===== src/rtl/dpr_pkg.sv =====
/*
 package for the dual-port memory port controller: pin timing counts,
 mailbox addresses, semaphore count and values, command and state encodings.
 assumes a 25 MHz clock and one memory port driven per controller.
*/
// Summary of operation
// memory is 4K words of 8 bits
// write is select low and read_write_n low
// read_write_n high while address lines change
// wait flow-through delay before reading new data
// read drives select and output enable low
// left write FFF sets right mailbox flag
// right write FFE sets left mailbox flag
// mailbox words are ordinary storage
// contention on equal address grants one port
// contention flag low while addresses match
// master drives contention flags, slave receives
// slave writes wait for settled contention flag
// eight semaphore latches beside the array
// semaphore select low, array select high
// semaphore write uses data bit 0 only
// writing 0 to free semaphore grants it
// owner writing 1 frees or hands over
// request by writing 0, read back, poll
// deselect for update pulse before read back
// semaphore read value latched in output register
// simultaneous semaphore request grants one side
// software writes 1 to all semaphores first
// flags start deasserted high after power-up
package dpr_pkg;
   localparam int ADDR_W = 12;
   localparam int DATA_W = 8;
   localparam int SEM_COUNT = 8;
   localparam int CLK_PERIOD_NS = 40;
   // write pulse, minimum 20 ns
   localparam int WRITE_PULSE_NS = 20;
   localparam int WRITE_PULSE_CYC =
      (WRITE_PULSE_NS + CLK_PERIOD_NS - 1) / CLK_PERIOD_NS;
   // read access, address to data, 25 ns
   localparam int READ_ACCESS_NS = 25;
   localparam int READ_ACCESS_CYC =
      (READ_ACCESS_NS + CLK_PERIOD_NS - 1) / CLK_PERIOD_NS;
   localparam int PORT_TO_PORT_FLOW_DELAY_NS = 30;
   localparam int PORT_TO_PORT_FLOW_DELAY_CYC =
      (PORT_TO_PORT_FLOW_DELAY_NS + CLK_PERIOD_NS - 1) / CLK_PERIOD_NS;
   localparam int SEMAPHORE_UPDATE_PULSE_NS = 10;
   localparam int SEMAPHORE_UPDATE_PULSE_CYC =
      (SEMAPHORE_UPDATE_PULSE_NS + CLK_PERIOD_NS - 1) / CLK_PERIOD_NS;
   // contention flag settle, 20 ns
   localparam int CONTENTION_SETTLE_NS = 20;
   localparam int CONTENTION_SETTLE_CYC =
      (CONTENTION_SETTLE_NS + CLK_PERIOD_NS - 1) / CLK_PERIOD_NS;
   localparam int CNT_W = 4;
   localparam logic [ADDR_W-1:0] MAILBOX_TO_RIGHT = 12'hFFF;
   localparam logic [ADDR_W-1:0] MAILBOX_TO_LEFT = 12'hFFE;
   localparam logic [DATA_W-1:0] SEM_REQUEST = 8'h00;
   localparam logic [DATA_W-1:0] SEM_RELEASE = 8'h01;
   typedef enum logic [1:0] {
      DPR_CMD_MEM_READ = 2'b00,
      DPR_CMD_MEM_WRITE = 2'b01,
      DPR_CMD_SEM_READ = 2'b10,
      DPR_CMD_SEM_WRITE = 2'b11
   } dpr_cmd_type;
   typedef enum logic [2:0] {
      DPR_IDLE = 3'b000,
      DPR_SETUP = 3'b001,
      DPR_WAIT_FREE = 3'b010,
      DPR_STROBE = 3'b011,
      DPR_RECOVER = 3'b100
   } dpr_state_type;
endpackage


===== src/rtl/dpr_port_ctrl.sv =====
/*
 controller for one port of the dual-port memory with mailbox flags,
 contention flags and semaphores. a user request on the command side
 becomes a timed pin sequence; read data returns with a done pulse.
 after reset it frees all eight semaphores before taking requests.
 assumes pin inputs synchronous to clk and a device outside the chip.
*/
`timescale 1ns/1ps
`default_nettype none
module dpr_port_ctrl (
   input wire logic clk,
   input wire logic arst_n,
   input wire logic req,
   input wire dpr_pkg::dpr_cmd_type cmd,
   input wire logic [dpr_pkg::ADDR_W-1:0] addr,
   input wire logic [dpr_pkg::DATA_W-1:0] wdata,
   input wire logic slave_mode,
   output logic busy,
   output logic done,
   output logic [dpr_pkg::DATA_W-1:0] rdata,
   output logic sem_owned,
   output logic mailbox_pending,
   output logic [dpr_pkg::ADDR_W-1:0] mem_addr,
   output logic array_sel_n,
   output logic sem_sel_n,
   output logic read_write_n,
   output logic output_drive_enable_n,
   output logic [dpr_pkg::DATA_W-1:0] data_out,
   output logic data_oe,
   input wire logic [dpr_pkg::DATA_W-1:0] data_in,
   input wire logic contention_n,
   input wire logic mailbox_n
);
   import dpr_pkg::*;
   typedef struct packed {
      dpr_state_type state;
      dpr_cmd_type cmd;
      logic [CNT_W-1:0] cnt;
      logic busy;
      logic done;
      logic [DATA_W-1:0] rdata;
      logic sem_owned;
      logic mailbox_pending;
      logic [ADDR_W-1:0] mem_addr;
      logic array_sel_n;
      logic sem_sel_n;
      logic read_write_n;
      logic output_drive_enable_n;
      logic [DATA_W-1:0] data_out;
      logic data_oe;
      logic init_run;
      logic [2:0] init_idx;
   } dpr_regs_type;
   localparam logic [2:0] LAST_SEM = 3'(SEM_COUNT - 1);
   dpr_regs_type r;
   dpr_regs_type next_r;
   logic is_write;
   logic is_sem;
   logic init_last;
   always_comb begin
      next_r = r;
      next_r.done = 1'b0;
      next_r.mailbox_pending = ~mailbox_n;
      is_write = (r.cmd == DPR_CMD_MEM_WRITE) ||
         (r.cmd == DPR_CMD_SEM_WRITE);
      is_sem = r.cmd[1];
      init_last = (r.init_idx == LAST_SEM);
      unique case (r.state)
         DPR_IDLE: begin
            if (r.init_run) begin
               // free one semaphore per pass after reset
               next_r.cmd = DPR_CMD_SEM_WRITE;
               next_r.busy = 1'b1;
               next_r.read_write_n = 1'b1;
               next_r.mem_addr = {{(ADDR_W-3){1'b0}}, r.init_idx};
               next_r.data_out = {DATA_W{SEM_RELEASE[0]}};
               next_r.cnt = CNT_W'(CONTENTION_SETTLE_CYC);
               next_r.state = DPR_SETUP;
            end else if (req) begin
               next_r.cmd = cmd;
               next_r.busy = 1'b1;
               // address moves only with read_write_n high
               next_r.read_write_n = 1'b1;
               if (cmd[1]) begin
                  // latch index on low bits, rest zero
                  next_r.mem_addr = {{(ADDR_W-3){1'b0}}, addr[2:0]};
                  // only bit 0 matters, repeat it across the byte
                  next_r.data_out = {DATA_W{wdata[0]}};
               end else begin
                  next_r.mem_addr = addr;
                  next_r.data_out = wdata;
               end
               next_r.cnt = CNT_W'(CONTENTION_SETTLE_CYC);
               next_r.state = DPR_SETUP;
            end
         end
         DPR_SETUP: begin
            // select the target: array or semaphore, never both
            next_r.array_sel_n = is_sem;
            next_r.sem_sel_n = ~is_sem;
            if (!is_write) begin
               next_r.output_drive_enable_n = 1'b0;
            end
            // let contention flag settle before a write
            if (r.cnt != '0) begin
               next_r.cnt = r.cnt - 1'b1;
            end else begin
               next_r.state = DPR_WAIT_FREE;
            end
         end
         DPR_WAIT_FREE: begin
            // hold off while this port loses arbitration
            if (is_sem || contention_n) begin
               if (is_write) begin
                  // write pulse: select low with read_write_n low
                  next_r.read_write_n = 1'b0;
                  next_r.data_oe = 1'b1;
                  next_r.cnt = CNT_W'(WRITE_PULSE_CYC);
               end else begin
                  // wait access plus flow-through before sampling
                  next_r.cnt = CNT_W'(READ_ACCESS_CYC +
                     PORT_TO_PORT_FLOW_DELAY_CYC);
               end
               next_r.state = DPR_STROBE;
            end
         end
         DPR_STROBE: begin
            if (r.cnt != '0) begin
               next_r.cnt = r.cnt - 1'b1;
            end else begin
               if (is_write) begin
                  // read_write_n rises first and ends the write
                  next_r.read_write_n = 1'b1;
               end else begin
                  next_r.rdata = data_in;
                  if (is_sem) begin
                     // value 0 read back means this port owns it
                     next_r.sem_owned = ~data_in[0];
                  end
               end
               next_r.cnt = CNT_W'(SEMAPHORE_UPDATE_PULSE_CYC);
               next_r.state = DPR_RECOVER;
            end
         end
         DPR_RECOVER: begin
            // deselect for the update pulse before next access
            next_r.array_sel_n = 1'b1;
            next_r.sem_sel_n = 1'b1;
            next_r.output_drive_enable_n = 1'b1;
            next_r.data_oe = 1'b0;
            if (r.cnt != '0) begin
               next_r.cnt = r.cnt - 1'b1;
            end else begin
               next_r.busy = 1'b0;
               next_r.done = 1'b1;
               next_r.state = DPR_IDLE;
               if (r.init_run) begin
                  // power-up pass stays busy unless it is the last, and gives no done
                  next_r.busy = ~init_last;
                  next_r.done = 1'b0;
                  next_r.init_idx = r.init_idx + 1'b1;
                  next_r.init_run = ~init_last;
               end
            end
         end
         default: begin
            next_r.state = DPR_IDLE;
         end
      endcase
      if (!slave_mode && r.state == DPR_IDLE && !r.init_run) begin
         next_r.busy = req;
      end
   end
   always_ff @(posedge clk or negedge arst_n) begin
      if (!arst_n) begin
         r.state <= DPR_IDLE;
         r.cmd <= DPR_CMD_MEM_READ;
         r.cnt <= '0;
         r.busy <= 1'b0;
         r.done <= 1'b0;
         r.rdata <= '0;
         r.sem_owned <= 1'b0;
         r.mailbox_pending <= 1'b0;
         r.mem_addr <= '0;
         r.array_sel_n <= 1'b1;
         r.sem_sel_n <= 1'b1;
         r.read_write_n <= 1'b1;
         r.output_drive_enable_n <= 1'b1;
         r.data_out <= '0;
         r.data_oe <= 1'b0;
         r.init_run <= 1'b1;
         r.init_idx <= 3'h0;
      end else begin
         r <= next_r;
      end
   end
   assign busy = r.busy;
   assign done = r.done;
   assign rdata = r.rdata;
   assign sem_owned = r.sem_owned;
   assign mailbox_pending = r.mailbox_pending;
   assign mem_addr = r.mem_addr;
   assign array_sel_n = r.array_sel_n;
   assign sem_sel_n = r.sem_sel_n;
   assign read_write_n = r.read_write_n;
   assign output_drive_enable_n = r.output_drive_enable_n;
   assign data_out = r.data_out;
   assign data_oe = r.data_oe;
endmodule
`default_nettype wire


===== config.mk =====
export PLATFORM = sky130hd
export DESIGN_NAME = dpr_port_ctrl
export DESIGN_NICKNAME = d
export VERILOG_FILES = /design/src/rtl/dpr_pkg.sv /design/src/rtl/dpr_port_ctrl.sv
export SDC_FILE = /design/constraint.sdc
export NUM_CORES = 1
export LEC_CHECK = 0
export BUFFER_PORTS_ARGS = -buffer_cell sky130_fd_sc_hd__buf_2
export CAP_MARGIN = 20
export CORE_AREA = 2 2 71 73
export DETAILED_ROUTE_END_ITERATION = 16
export DIE_AREA = 0 0 73 75
export GPL_TIMING_DRIVEN = 1
export PLACE_DENSITY_LB_ADDON = 0.15
export SYNTH_ARGS = -nofsm -noshare
export SYNTH_HDL_FRONTEND = slang
export SYNTH_SLANG_ARGS = --single-unit

===== constraint.sdc =====
create_clock -name clk -period 3.23 [get_ports clk]
set_clock_uncertainty 0.05 [all_clocks]
set_input_delay 0.646 -clock clk [delete_from_list [all_inputs] [get_ports clk]]
set_output_delay 0.646 -clock clk [all_outputs]
set_load 0.01 [all_outputs]

; Word-level counts from Yosys, hierarchy flattened
; Cells that the tools add are included.
[word_totals]
ff_bits = 50
word_cells = 105
[op_classes]
n_eq_ne = 18
add_sub_neg = 2
bitwise = 6
n_reduce_logical = 26
n_mux = 36
[op_table]
columns = operator, count
row1 = $mux W12, 3
row2 = $mux W8, 3
row3 = $mux W10, 2
row4 = $mux W4, 4
row5 = $pmux W4 S4, 1
row6 = $pmux W3 S5, 1
row7 = $ne A2 B2 Y1 const B, 7
row8 = $mux W3, 4
row9 = $reduce_and A3 Y1, 4
row10 = $mux W1, 10
row11 = $reduce_and A4 Y1, 2
row12 = $reduce_bool A4 Y1, 2
row13 = $eq A3 B2 Y1 const B, 2
row14 = $eq A3 B3 Y1 const B, 2
row15 = $mux W2, 3
row16 = $ne A3 B3 Y1 const B, 2
row17 = $not A1 Y1, 6
row18 = $pmux W1 S2, 3
row19 = $reduce_and A2 Y1, 3
row20 = $reduce_and A6 Y1, 1
row21 = $reduce_bool A2 Y1, 3
row22 = $reduce_bool A3 Y1, 2
row23 = $reduce_and A5 Y1, 1
row24 = $ne A4 B3 Y1 const B, 1
row25 = other kinds (13), 16

; Depth between registers and ports, before layout
; Gate-level depths: netlist (run 1).
[logic_depth]
ltp_word = 6
depth_mapped = 7
ltp_nobuf = 6

; Worst setup path before layout (run 1)
; OpenSTA, ideal clock, no wires.
[synth_timing]
path_type = reg2reg
start = reg r[41] in the netlist's numbering
end = reg r[44] in the netlist's numbering
setup_slack_ns = 1.365
stages_incl_launch_ff = 7
arrival_ns = 1.691
path_cell_list = dfrtp_1 > inv_1 > ha_1 > or4b_1 > nor4bb_1 > or2_4 > a211o_1
[synth_via]
elab_chain_cells = 3
elab_cells_between_ends = 7
classes_between = add/sub (1) / eq/ne (1) / mux (3) / reduce/logical (2)
[synth_rtl]
columns = item, line_no
row1 = start: declaration, dpr_port_ctrl.sv:55  ; dpr_regs_type r;
row2 = start signal: assignment, dpr_port_ctrl.sv:194  ; r <= next_r;
row3 = $sub A4 B1 Y4 / $reduce_bool A4 Y1 (equally long branches), --
row4 = $mux W4 (tied with other cells), "dpr_port_ctrl.sv:105, dpr_port_ctrl.sv:151"
row5 = $pmux W4 S4 / $reduce_and A4 Y1 (equally long branches), --
; Several ways; a longest one is shown, not always the timed one. The select of a mux whose other input is x is not followed.
; A chain may end at the register's enable or synchronous reset.

; Worst setup path in the final report (run 1)
[layout_timing]
start = reg r[41] in the netlist's numbering
end = reg r[41] in the netlist's numbering
; Same word-level chain as after synthesis.

==> results by stage, run 1 <==
Routing:
- The detail route stage leaves a number of antenna-violating nets equal to 0.
- The count of routing violations after the opening detailed-route iteration is roughly 160.
- Dividing the detail-routed via count by the number of cells gives ~5.3.
- In the routed design, unresolved DRC markers number 0.
- The routed design has approximately 4.6 mm of wire.
- Before antenna repair, the detailed router went through 4 iterations.
- The via total after detailed routing is around 1800.
- The average wire per cell in the routed design is roughly 13 µm.

Outcome:
- The run finished with clean final reports.

Power and ir drop:
- The power per cell area is ~900 nW/µm².
- The peak supply drop is about 0.00037 V.
- In this run the static leakage power is 1.40 nW.
- Total power for the finished layout comes to between 0.002 and 0.003 W.

Cells and area:
- Relative to the synthesized area, the layout overhead comes to 12.5%.
- In the layout the commonest cells are sky130_fd_sc_hd__buf_2, sky130_fd_sc_hd__dfrtp_1, sky130_fd_sc_hd__nand2_1.
- The post-route netlist has 33.8% of its cells at a drive strength greater than 1.
- The most common library cell in the layout ignoring fill and taps is sky130_fd_sc_hd__buf_2.
- The antenna cell count is 0.
- The net count of the finished layout is about 340.

Placement:
- Routability-driven placement finished with a final weighted congestion of a little over 0.8.
- The number of port buffers is about 70.
- Detailed placement ended at an HPWL of between 3 and 4 mm.

STA:
- The number of setup violations in the final report is 0.
- For this run, the top clock speed supported by timing is 468 MHz.
- The tightest hold path in the finished design has a slack of between 200 and 300 ps.
- The count of final hold-check violations came to 0.
- Setup repair after global routing left no endpoint under its margin.
- The transition at the pin with the smallest max-transition slack is 651 ps.
- Of the available clock period, the critical path in the final layout requires around two thirds.
- The remaining max-slew budget at the tightest pin is 56.0%.
- The worst path in the final design needs a cycle of 2140 ps, including I/O delays and setup.
- The final max-slew violation count is 0.
- The final setup TNS is 0 ps.

Yosys:
- Yosys mapped the design onto 48 distinct sky130hd cell types.
- After synthesis, flip-flops and latches occupy ~50% of the total area.
- The post-synthesis register bit count is 50.
- The synthesized area is approximately 2500 µm².
- Counting flops with a built-in enable in the synthesized netlist gives 0.
- The proportion of synthesized flip-flops having asynchronous set or reset is 100%.
- The net count after synthesis is between 200 and 300.
- For this run, the leading register cell type out of synthesis is sky130_fd_sc_hd__dfrtp_1.
- The mean post-synth cell area is approximately 9.9 µm².
- Counting every instance in the synthesized netlist gives between 200 and 300.
- During synthesis, Yosys emitted a total of 0 warnings.

Die:
- For this configuration, the core starts out at a cell density of a little over half.
- Measured along the y axis, the die boundary spans 75 µm.
- between 70 and 80 I/O pins were placed.
- The die covers 5480 µm².
- The die boundary width is 73 µm.
- The core region is 4660 µm².
- The floorplan has 25 rows.

GRT:
- The global routing met1 resource utilization is 24.0%.
- The first global-routing pass estimated about 7.6 mm of wire.
- In this run the most used layer during global routing was met2.
- Global routing used under 10% of the available met3 tracks.
- The met2 usage is between 20% and 30%.
- The global-route total usage across every layer is 17.8%.
- The via count of the first global-routing pass is about 1700.
- Entering global routing, the biggest net connects around 50 pins.
- The initial antenna violation count is 0.
- The overall overflow remaining after global route is 0.

CTS:
- The number of gates resized after CTS was 0.
- The cell sitting at the root of the clock tree is a sky130_fd_sc_hd__clkbuf_8.
- The clock insertion delay at the later pin of the skew report is 290 ps.
- After clock tree synthesis, the clock-pin slew on the worst setup and hold paths is approximately 80 ps.
- The total clock buffers created by CTS is 5.
- The clock passes through at most 2 buffers.
- The count of buffers added by post-CTS timing repair for setup is 0.
- Buffers inserted to repair hold after CTS numbered 0.
- The TritonCTS clock tree is yes.
- CTS saw 50 sinks.
- The H-tree level count is 2.

Worst hold path:
- The class of the tightest hold or removal check is input port to async pin.

Setup path:
- For this run, the slowest stage of the critical path takes roughly 600 ps.
- Walking the worst path, the cells encountered are inv_1 > ha_1 > or4b_1 > nor4bb_1 > nor2b_1 > o32a_1.
- For this design, the slowest cell found on the critical path is sky130_fd_sc_hd__nor4bb_1.
- The required arrival time at the worst endpoint is roughly 3400 ps.
- The kind of critical path is flip-flop to flip-flop.
- The setup slack of the most critical reg-to-reg path is around 1100 ps.
- The highest net fanout along the worst path is 4.
- The worst setup path is launched from a flip-flop.
- The type of element capturing the critical path is a flip-flop.
- The arrival time at the worst endpoint is about 2300 ps.

Job:
- The count of max-cap constraint violations is 0.
==> worst paths after layout <==
kind                                   from     endpoint  depth (start not counted)
max in group asynchronous            arst_n         r[3]                          2
worst max-delay path                  r[41]        r[41]                          6
worst max register to register        r[41]        r[41]                          6
min in group clk                data_out[4]  data_out[4]                          2
worst min-delay path                 arst_n        r[42]                          1
worst min register to register  data_out[4]  data_out[4]                          2
==> synthesized netlist by cell type, types with 2 or more instances <==
library cell | n | area [µm²]
sky130_fd_sc_hd__a211o_1 | 2 | 17.5
sky130_fd_sc_hd__a21o_1 | 2 | 15.0
sky130_fd_sc_hd__a21oi_1 | 10 | 50.1
sky130_fd_sc_hd__a22oi_1 | 2 | 15.0
sky130_fd_sc_hd__buf_2 | 4 | 20.0
sky130_fd_sc_hd__buf_4 | 29 | 218
sky130_fd_sc_hd__clkbuf_1 | 6 | 22.5
sky130_fd_sc_hd__dfrtp_1 | 45 | 1130
sky130_fd_sc_hd__dfstp_2 | 5 | 131
sky130_fd_sc_hd__ha_1 | 4 | 50.1
sky130_fd_sc_hd__inv_1 | 9 | 33.8
sky130_fd_sc_hd__mux2_2 | 9 | 101
sky130_fd_sc_hd__mux2i_1 | 3 | 30.0
sky130_fd_sc_hd__nand2_1 | 37 | 139
sky130_fd_sc_hd__nand3_1 | 2 | 10.0
sky130_fd_sc_hd__nor2_1 | 10 | 37.5
sky130_fd_sc_hd__nor2b_1 | 4 | 25.0
sky130_fd_sc_hd__nor3_1 | 4 | 20.0
sky130_fd_sc_hd__nor3b_1 | 2 | 15.0
sky130_fd_sc_hd__o21ai_0 | 10 | 50.1
sky130_fd_sc_hd__o21ai_1 | 18 | 90.1
sky130_fd_sc_hd__o22a_1 | 6 | 52.6
sky130_fd_sc_hd__o22ai_1 | 3 | 18.8
sky130_fd_sc_hd__or3_1 | 2 | 12.5
sky130_fd_sc_hd__xnor2_1 | 2 | 17.5
==> per-layer routing <==
metal / share of wire (%) / up-vias
li1: - / 930
met1: 47 / 857
met2: 48 / 56
met3: 5.0 / 4
met4: 0.88 / 0
met5: 0 / -
==> registers in the layout, indices dropped and copies added (netlist names) <==
signal                 cells
read_write_n               1
data_oe                    1
rdata                      8
busy                       1
data_out                   8
output_drive_enable_n      1
sem_sel_n                  1
done                       1
sem_owned                  1
r                         12
array_sel_n                1
mailbox_pending            1
mem_addr                  12
is_sem                     1
==> through the flow <==
stage	worst slack (ps)	util [%]	instances	cell area, µm²
6_report	1090	60.7	350	2830
2_1_floorplan	1360	-	253	2510
5_1_grt	882	60.7	350	2830
3_3_place_gp	1210	57.9	342	2700
3_5_place_dp	1100	57.9	342	2700
4_1_cts	1070	60.3	349	2810
==> cell type report <==
class                      instances  area (µm²)
fill                             431        1830
sequential                        50        1260
multi-input combinational        155         962
timing repair buffer              75         395
clock buffer                       6        82.6
tap                               54        67.6
inverter                           9        33.8
clock inverter                     1        30.0
==> cell families (layout without fill, tap and decap cells) <==
kind of cell | count (synthesis) | in the layout | share of synthesized area [%]
and+or+nand+nor | 72 | 72 | 14.1
AOI/OAI and AO/OA | 64 | 64 | 15.8
DFF | 50 | 50 | 50.0
buffers and inverters | 48 | 91 | 11.7
muxes | 13 | 13 | 5.67
adders and majority gates | 4 | 4 | 1.99
xor gates and xnor gates | 2 | 2 | 0.697
==> report_power, final <==
group	total (W)	leakage [nW]	switching, W	internal, W
clock network	0.000438	0.0573	0.000190	0.000248
logic	0.00108	0.733	0.000570	0.000510
registers	0.00108	0.613	0.000199	0.000882
==> critical path: cells and delay by family, from the launching register on <==
family                   cells  cell delay, ps
AND/OR/NAND/NOR              3             890
flip-flops                   1             410
AO/OA/AOI/OAI                1             370
adder cells (fa/ha/maj)      1             240
buffers and inverters        1              80
Note: power is estimated with default switching activity, not from simulation.
==> inputs of run 2 (changes only) <==
- CORE_AREA: 2 2 71 73 -> 2 2 73 75
- DIE_AREA: 0 0 73 75 -> 0 0 75 77
- clock period: 3.23 -> 2 ns (I/O delays scaled with it)
==> results by stage, run 2 (synthesized netlist as in run 1, its figures left out) <==
Power and ir drop:
- The power per cell area came to 1490 nW/µm² (was 919 nW/µm²).
- The total power was 0.00440 W (was 0.00260 W).
- The peak supply drop is 0.000653 V (was 0.000372 V).
- The static leakage is 1.46 nW (was 1.40 nW).

Cells and area:
- The most common library cell in the layout ignoring fill and taps is sky130_fd_sc_hd__buf_2 (unchanged).
- The area occupied by registers came to 1260 µm² (unchanged).
- The final core utilization came to 59.3% (was 60.7%).
- The final instance count without filler cells is 376 (was 350).
- The fraction of layout cells with a size suffix above 1 came to 36.9% (was 33.8%).
- Biggest regs: mem_addr x12, r x12 (unchanged).
- The area of the multi-input gates is 982 µm² (was 962 µm²).
- The layout net count is 345 (was 336).
- The relative area change from synthesis to final layout came to 17.5% (was 12.5%).
- The cell area after layout is 2950 µm² (was 2830 µm²).
- The number of fill cells is 444 (was 431).
- The antenna cell count is 0 (unchanged).
- Leading cell types in the layout, fill and taps excluded: sky130_fd_sc_hd__buf_2, sky130_fd_sc_hd__dfrtp_1, sky130_fd_sc_hd__nand2_1 (unchanged).

Die:
- The boundary pin count is 73 (unchanged).
- The initial core utilization is 50.5% (was 53.9%).
- The total die area is 5780 µm² (was 5480 µm²).
- The die boundary width came to 75 µm (was 73 µm).
- The die height came to 77 µm (was 75 µm).
- The area of the core is 4980 µm² (was 4660 µm²).
- The number of placement rows is 26 (was 25).

Setup path:
- The required arrival time at the worst endpoint was 2140 ps (was 3360 ps).
- The delay contributed by the slowest stage of the critical path is 420 ps (was 590 ps).
- Worst-path cell chain: inv_2 > ha_4 > or4b_1 > nor4bb_2 > or2_4 > a211o_1 (was inv_1 > ha_1 > or4b_1 > nor4bb_1 > nor2b_1 > o32a_1).
- The critical-path cell with the highest stage delay is sky130_fd_sc_hd__or4b_1 (was sky130_fd_sc_hd__nor4bb_1).
- The type of element capturing the critical path is a flip-flop (unchanged).
- The kind of critical path is flip-flop to flip-flop (unchanged).
- The worst path buffer plus inverter count is 1 (unchanged).
- The critical path startpoint category is a flip-flop (unchanged).
- The arrival time at the worst endpoint is 2070 ps (was 2270 ps).
- The setup slack of the most critical reg-to-reg path is 80 ps (was 1090 ps).
- The category of cells accounting for the largest share of critical-path delay is simple AND/OR/NAND/NOR gates (unchanged).
- The highest net fanout along the worst path is 4 (unchanged).

Routing:
- The count of routing violations after the opening detailed-route iteration was 76 (was 155).
- The average wire per cell in the routed design is 12.7 µm (was 13.1 µm).
- The routed via count divided by cell count is 5.03 (was 5.28).
- The number of remaining DRC errors is 0 (unchanged).
- The number of antenna-violating nets in the routed design is 0 (unchanged).
- The total wire length was 4.78 mm (was 4.57 mm).
- The number of detailed-routing iterations run before antenna repair was 6 (was 4).
- The via total after detailed routing is 1892 (was 1847).

GRT:
- The initial antenna violation count is 0 (unchanged).
- The maximum number of pins on one net before global-route repair is 51 (unchanged).
- The via count of the first global-routing pass is 1907 (was 1738).
- The global-route wire length before repair is 8.27 mm (was 7.62 mm).
- The global-route total usage across every layer was 18.4% (was 17.8%).
- The overall overflow remaining after global route is 0 (unchanged).

Placement:
- The placed standard-cell area is 2810 µm² (was 2700 µm²).
- The global placer's final weighted congestion is 0.864 (was 0.826).
- The number of port buffers is 72 (unchanged).
- The placed wire-length estimate after detailed placement is 3.46 mm (was 3.30 mm).
- The count of placed standard cells including taps is 367 (was 342).

STA:
- The number of setup violations in the final report is 0 (unchanged).
- The tightest hold margin is 16.4 ps (was 257 ps).
- The highest clock frequency the design can meet is 520 MHz (was 468 MHz).
- The final max-slew violation count came to 0 (unchanged).
- The final worst-path cycle share was 96.2% (was 66.2%).
- The transition at the pin with the smallest max-transition slack is 618 ps (was 651 ps).
- The count of final hold-check violations was 0 (unchanged).
- The time the worst path needs with I/O delays and setup is 1920 ps (was 2140 ps).
- The remaining max-slew budget at the tightest pin is 58.6% (was 56.0%).

Job:
- The count of max-cap constraint violations is 0 (unchanged).

Worst hold path:
- The class of the tightest hold or removal check is input port to async pin (unchanged).

CTS:
- The clock slew seen by the registers of the worst setup and hold paths came to 90 ps (was 80 ps).
- The number of clock sinks seen by CTS is 50 (unchanged).
- The TritonCTS clock tree is yes (unchanged).
- The root buffer cell is sky130_fd_sc_hd__clkbuf_8 (unchanged).
- The maximum clock insertion buffer count was 2 (unchanged).
- The H-tree level count came to 2 (unchanged).
- The clock insertion delay at the later pin of the skew report is 300 ps (was 290 ps).
- The total clock buffers created by CTS came to 5 (unchanged).

Outcome:
- Status: finished clean (unchanged).
[run 2: final cells by class]
class                      count  share of cell area (%)
sequential                    50                    42.6
clock buffer                   7                    2.92
clock inverter                 1                    1.02
timing repair buffer          84                    16.1
multi-input combinational    155                    33.3
tap                           70                    2.97
inverter                       9                    1.14
[run 2: metal layers]
layer	vias to the layer above	global-route usage, %	routed length [µm]
met5	-	0	0
met4	0	6.25	63
met3	6	4.99	249
met2	47	31.2	2360
met1	886	22.1	2110
li1	953	-	-
[run 2: power by group]
group	internal, W	leakage [nW]	switching, W	total (W)
Combinational	0.000954	0.784	0.00102	0.00197
Clock	0.000408	0.0585	0.000323	0.000731
Sequential	0.00143	0.613	0.000273	0.00170
Total	0.00279	1.46	0.00161	0.00440
[run 2: path summary, 6_finish.rpt]
check                            start               to  depth (start not counted)
max                              r[42]            r[44]                          6
min                             arst_n  mailbox_pending                          2
max reg2reg                      r[42]            r[44]                          6
min reg2reg                mem_addr[2]      mem_addr[2]                          2
max in group asynchronous       arst_n     read_write_n                          2
min in group clk             mailbox_n  mailbox_pending                          2
[run 2: through the flow]
stage	worst slack (ps)	setup TNS (ps)
global route	-3.12	-3.12
global placement	83.6	0
finish	75.2	0
detailed placement	-5.91	-5.91
floorplan	135	0
CTS	19.0	0
[run 2: repair_timing]
item	CTS	global route
endpoints found under the setup margin	1	7
buffers inserted	0	1
resized for setup	1	5
hold buffers	0	0
pin swaps	0	0
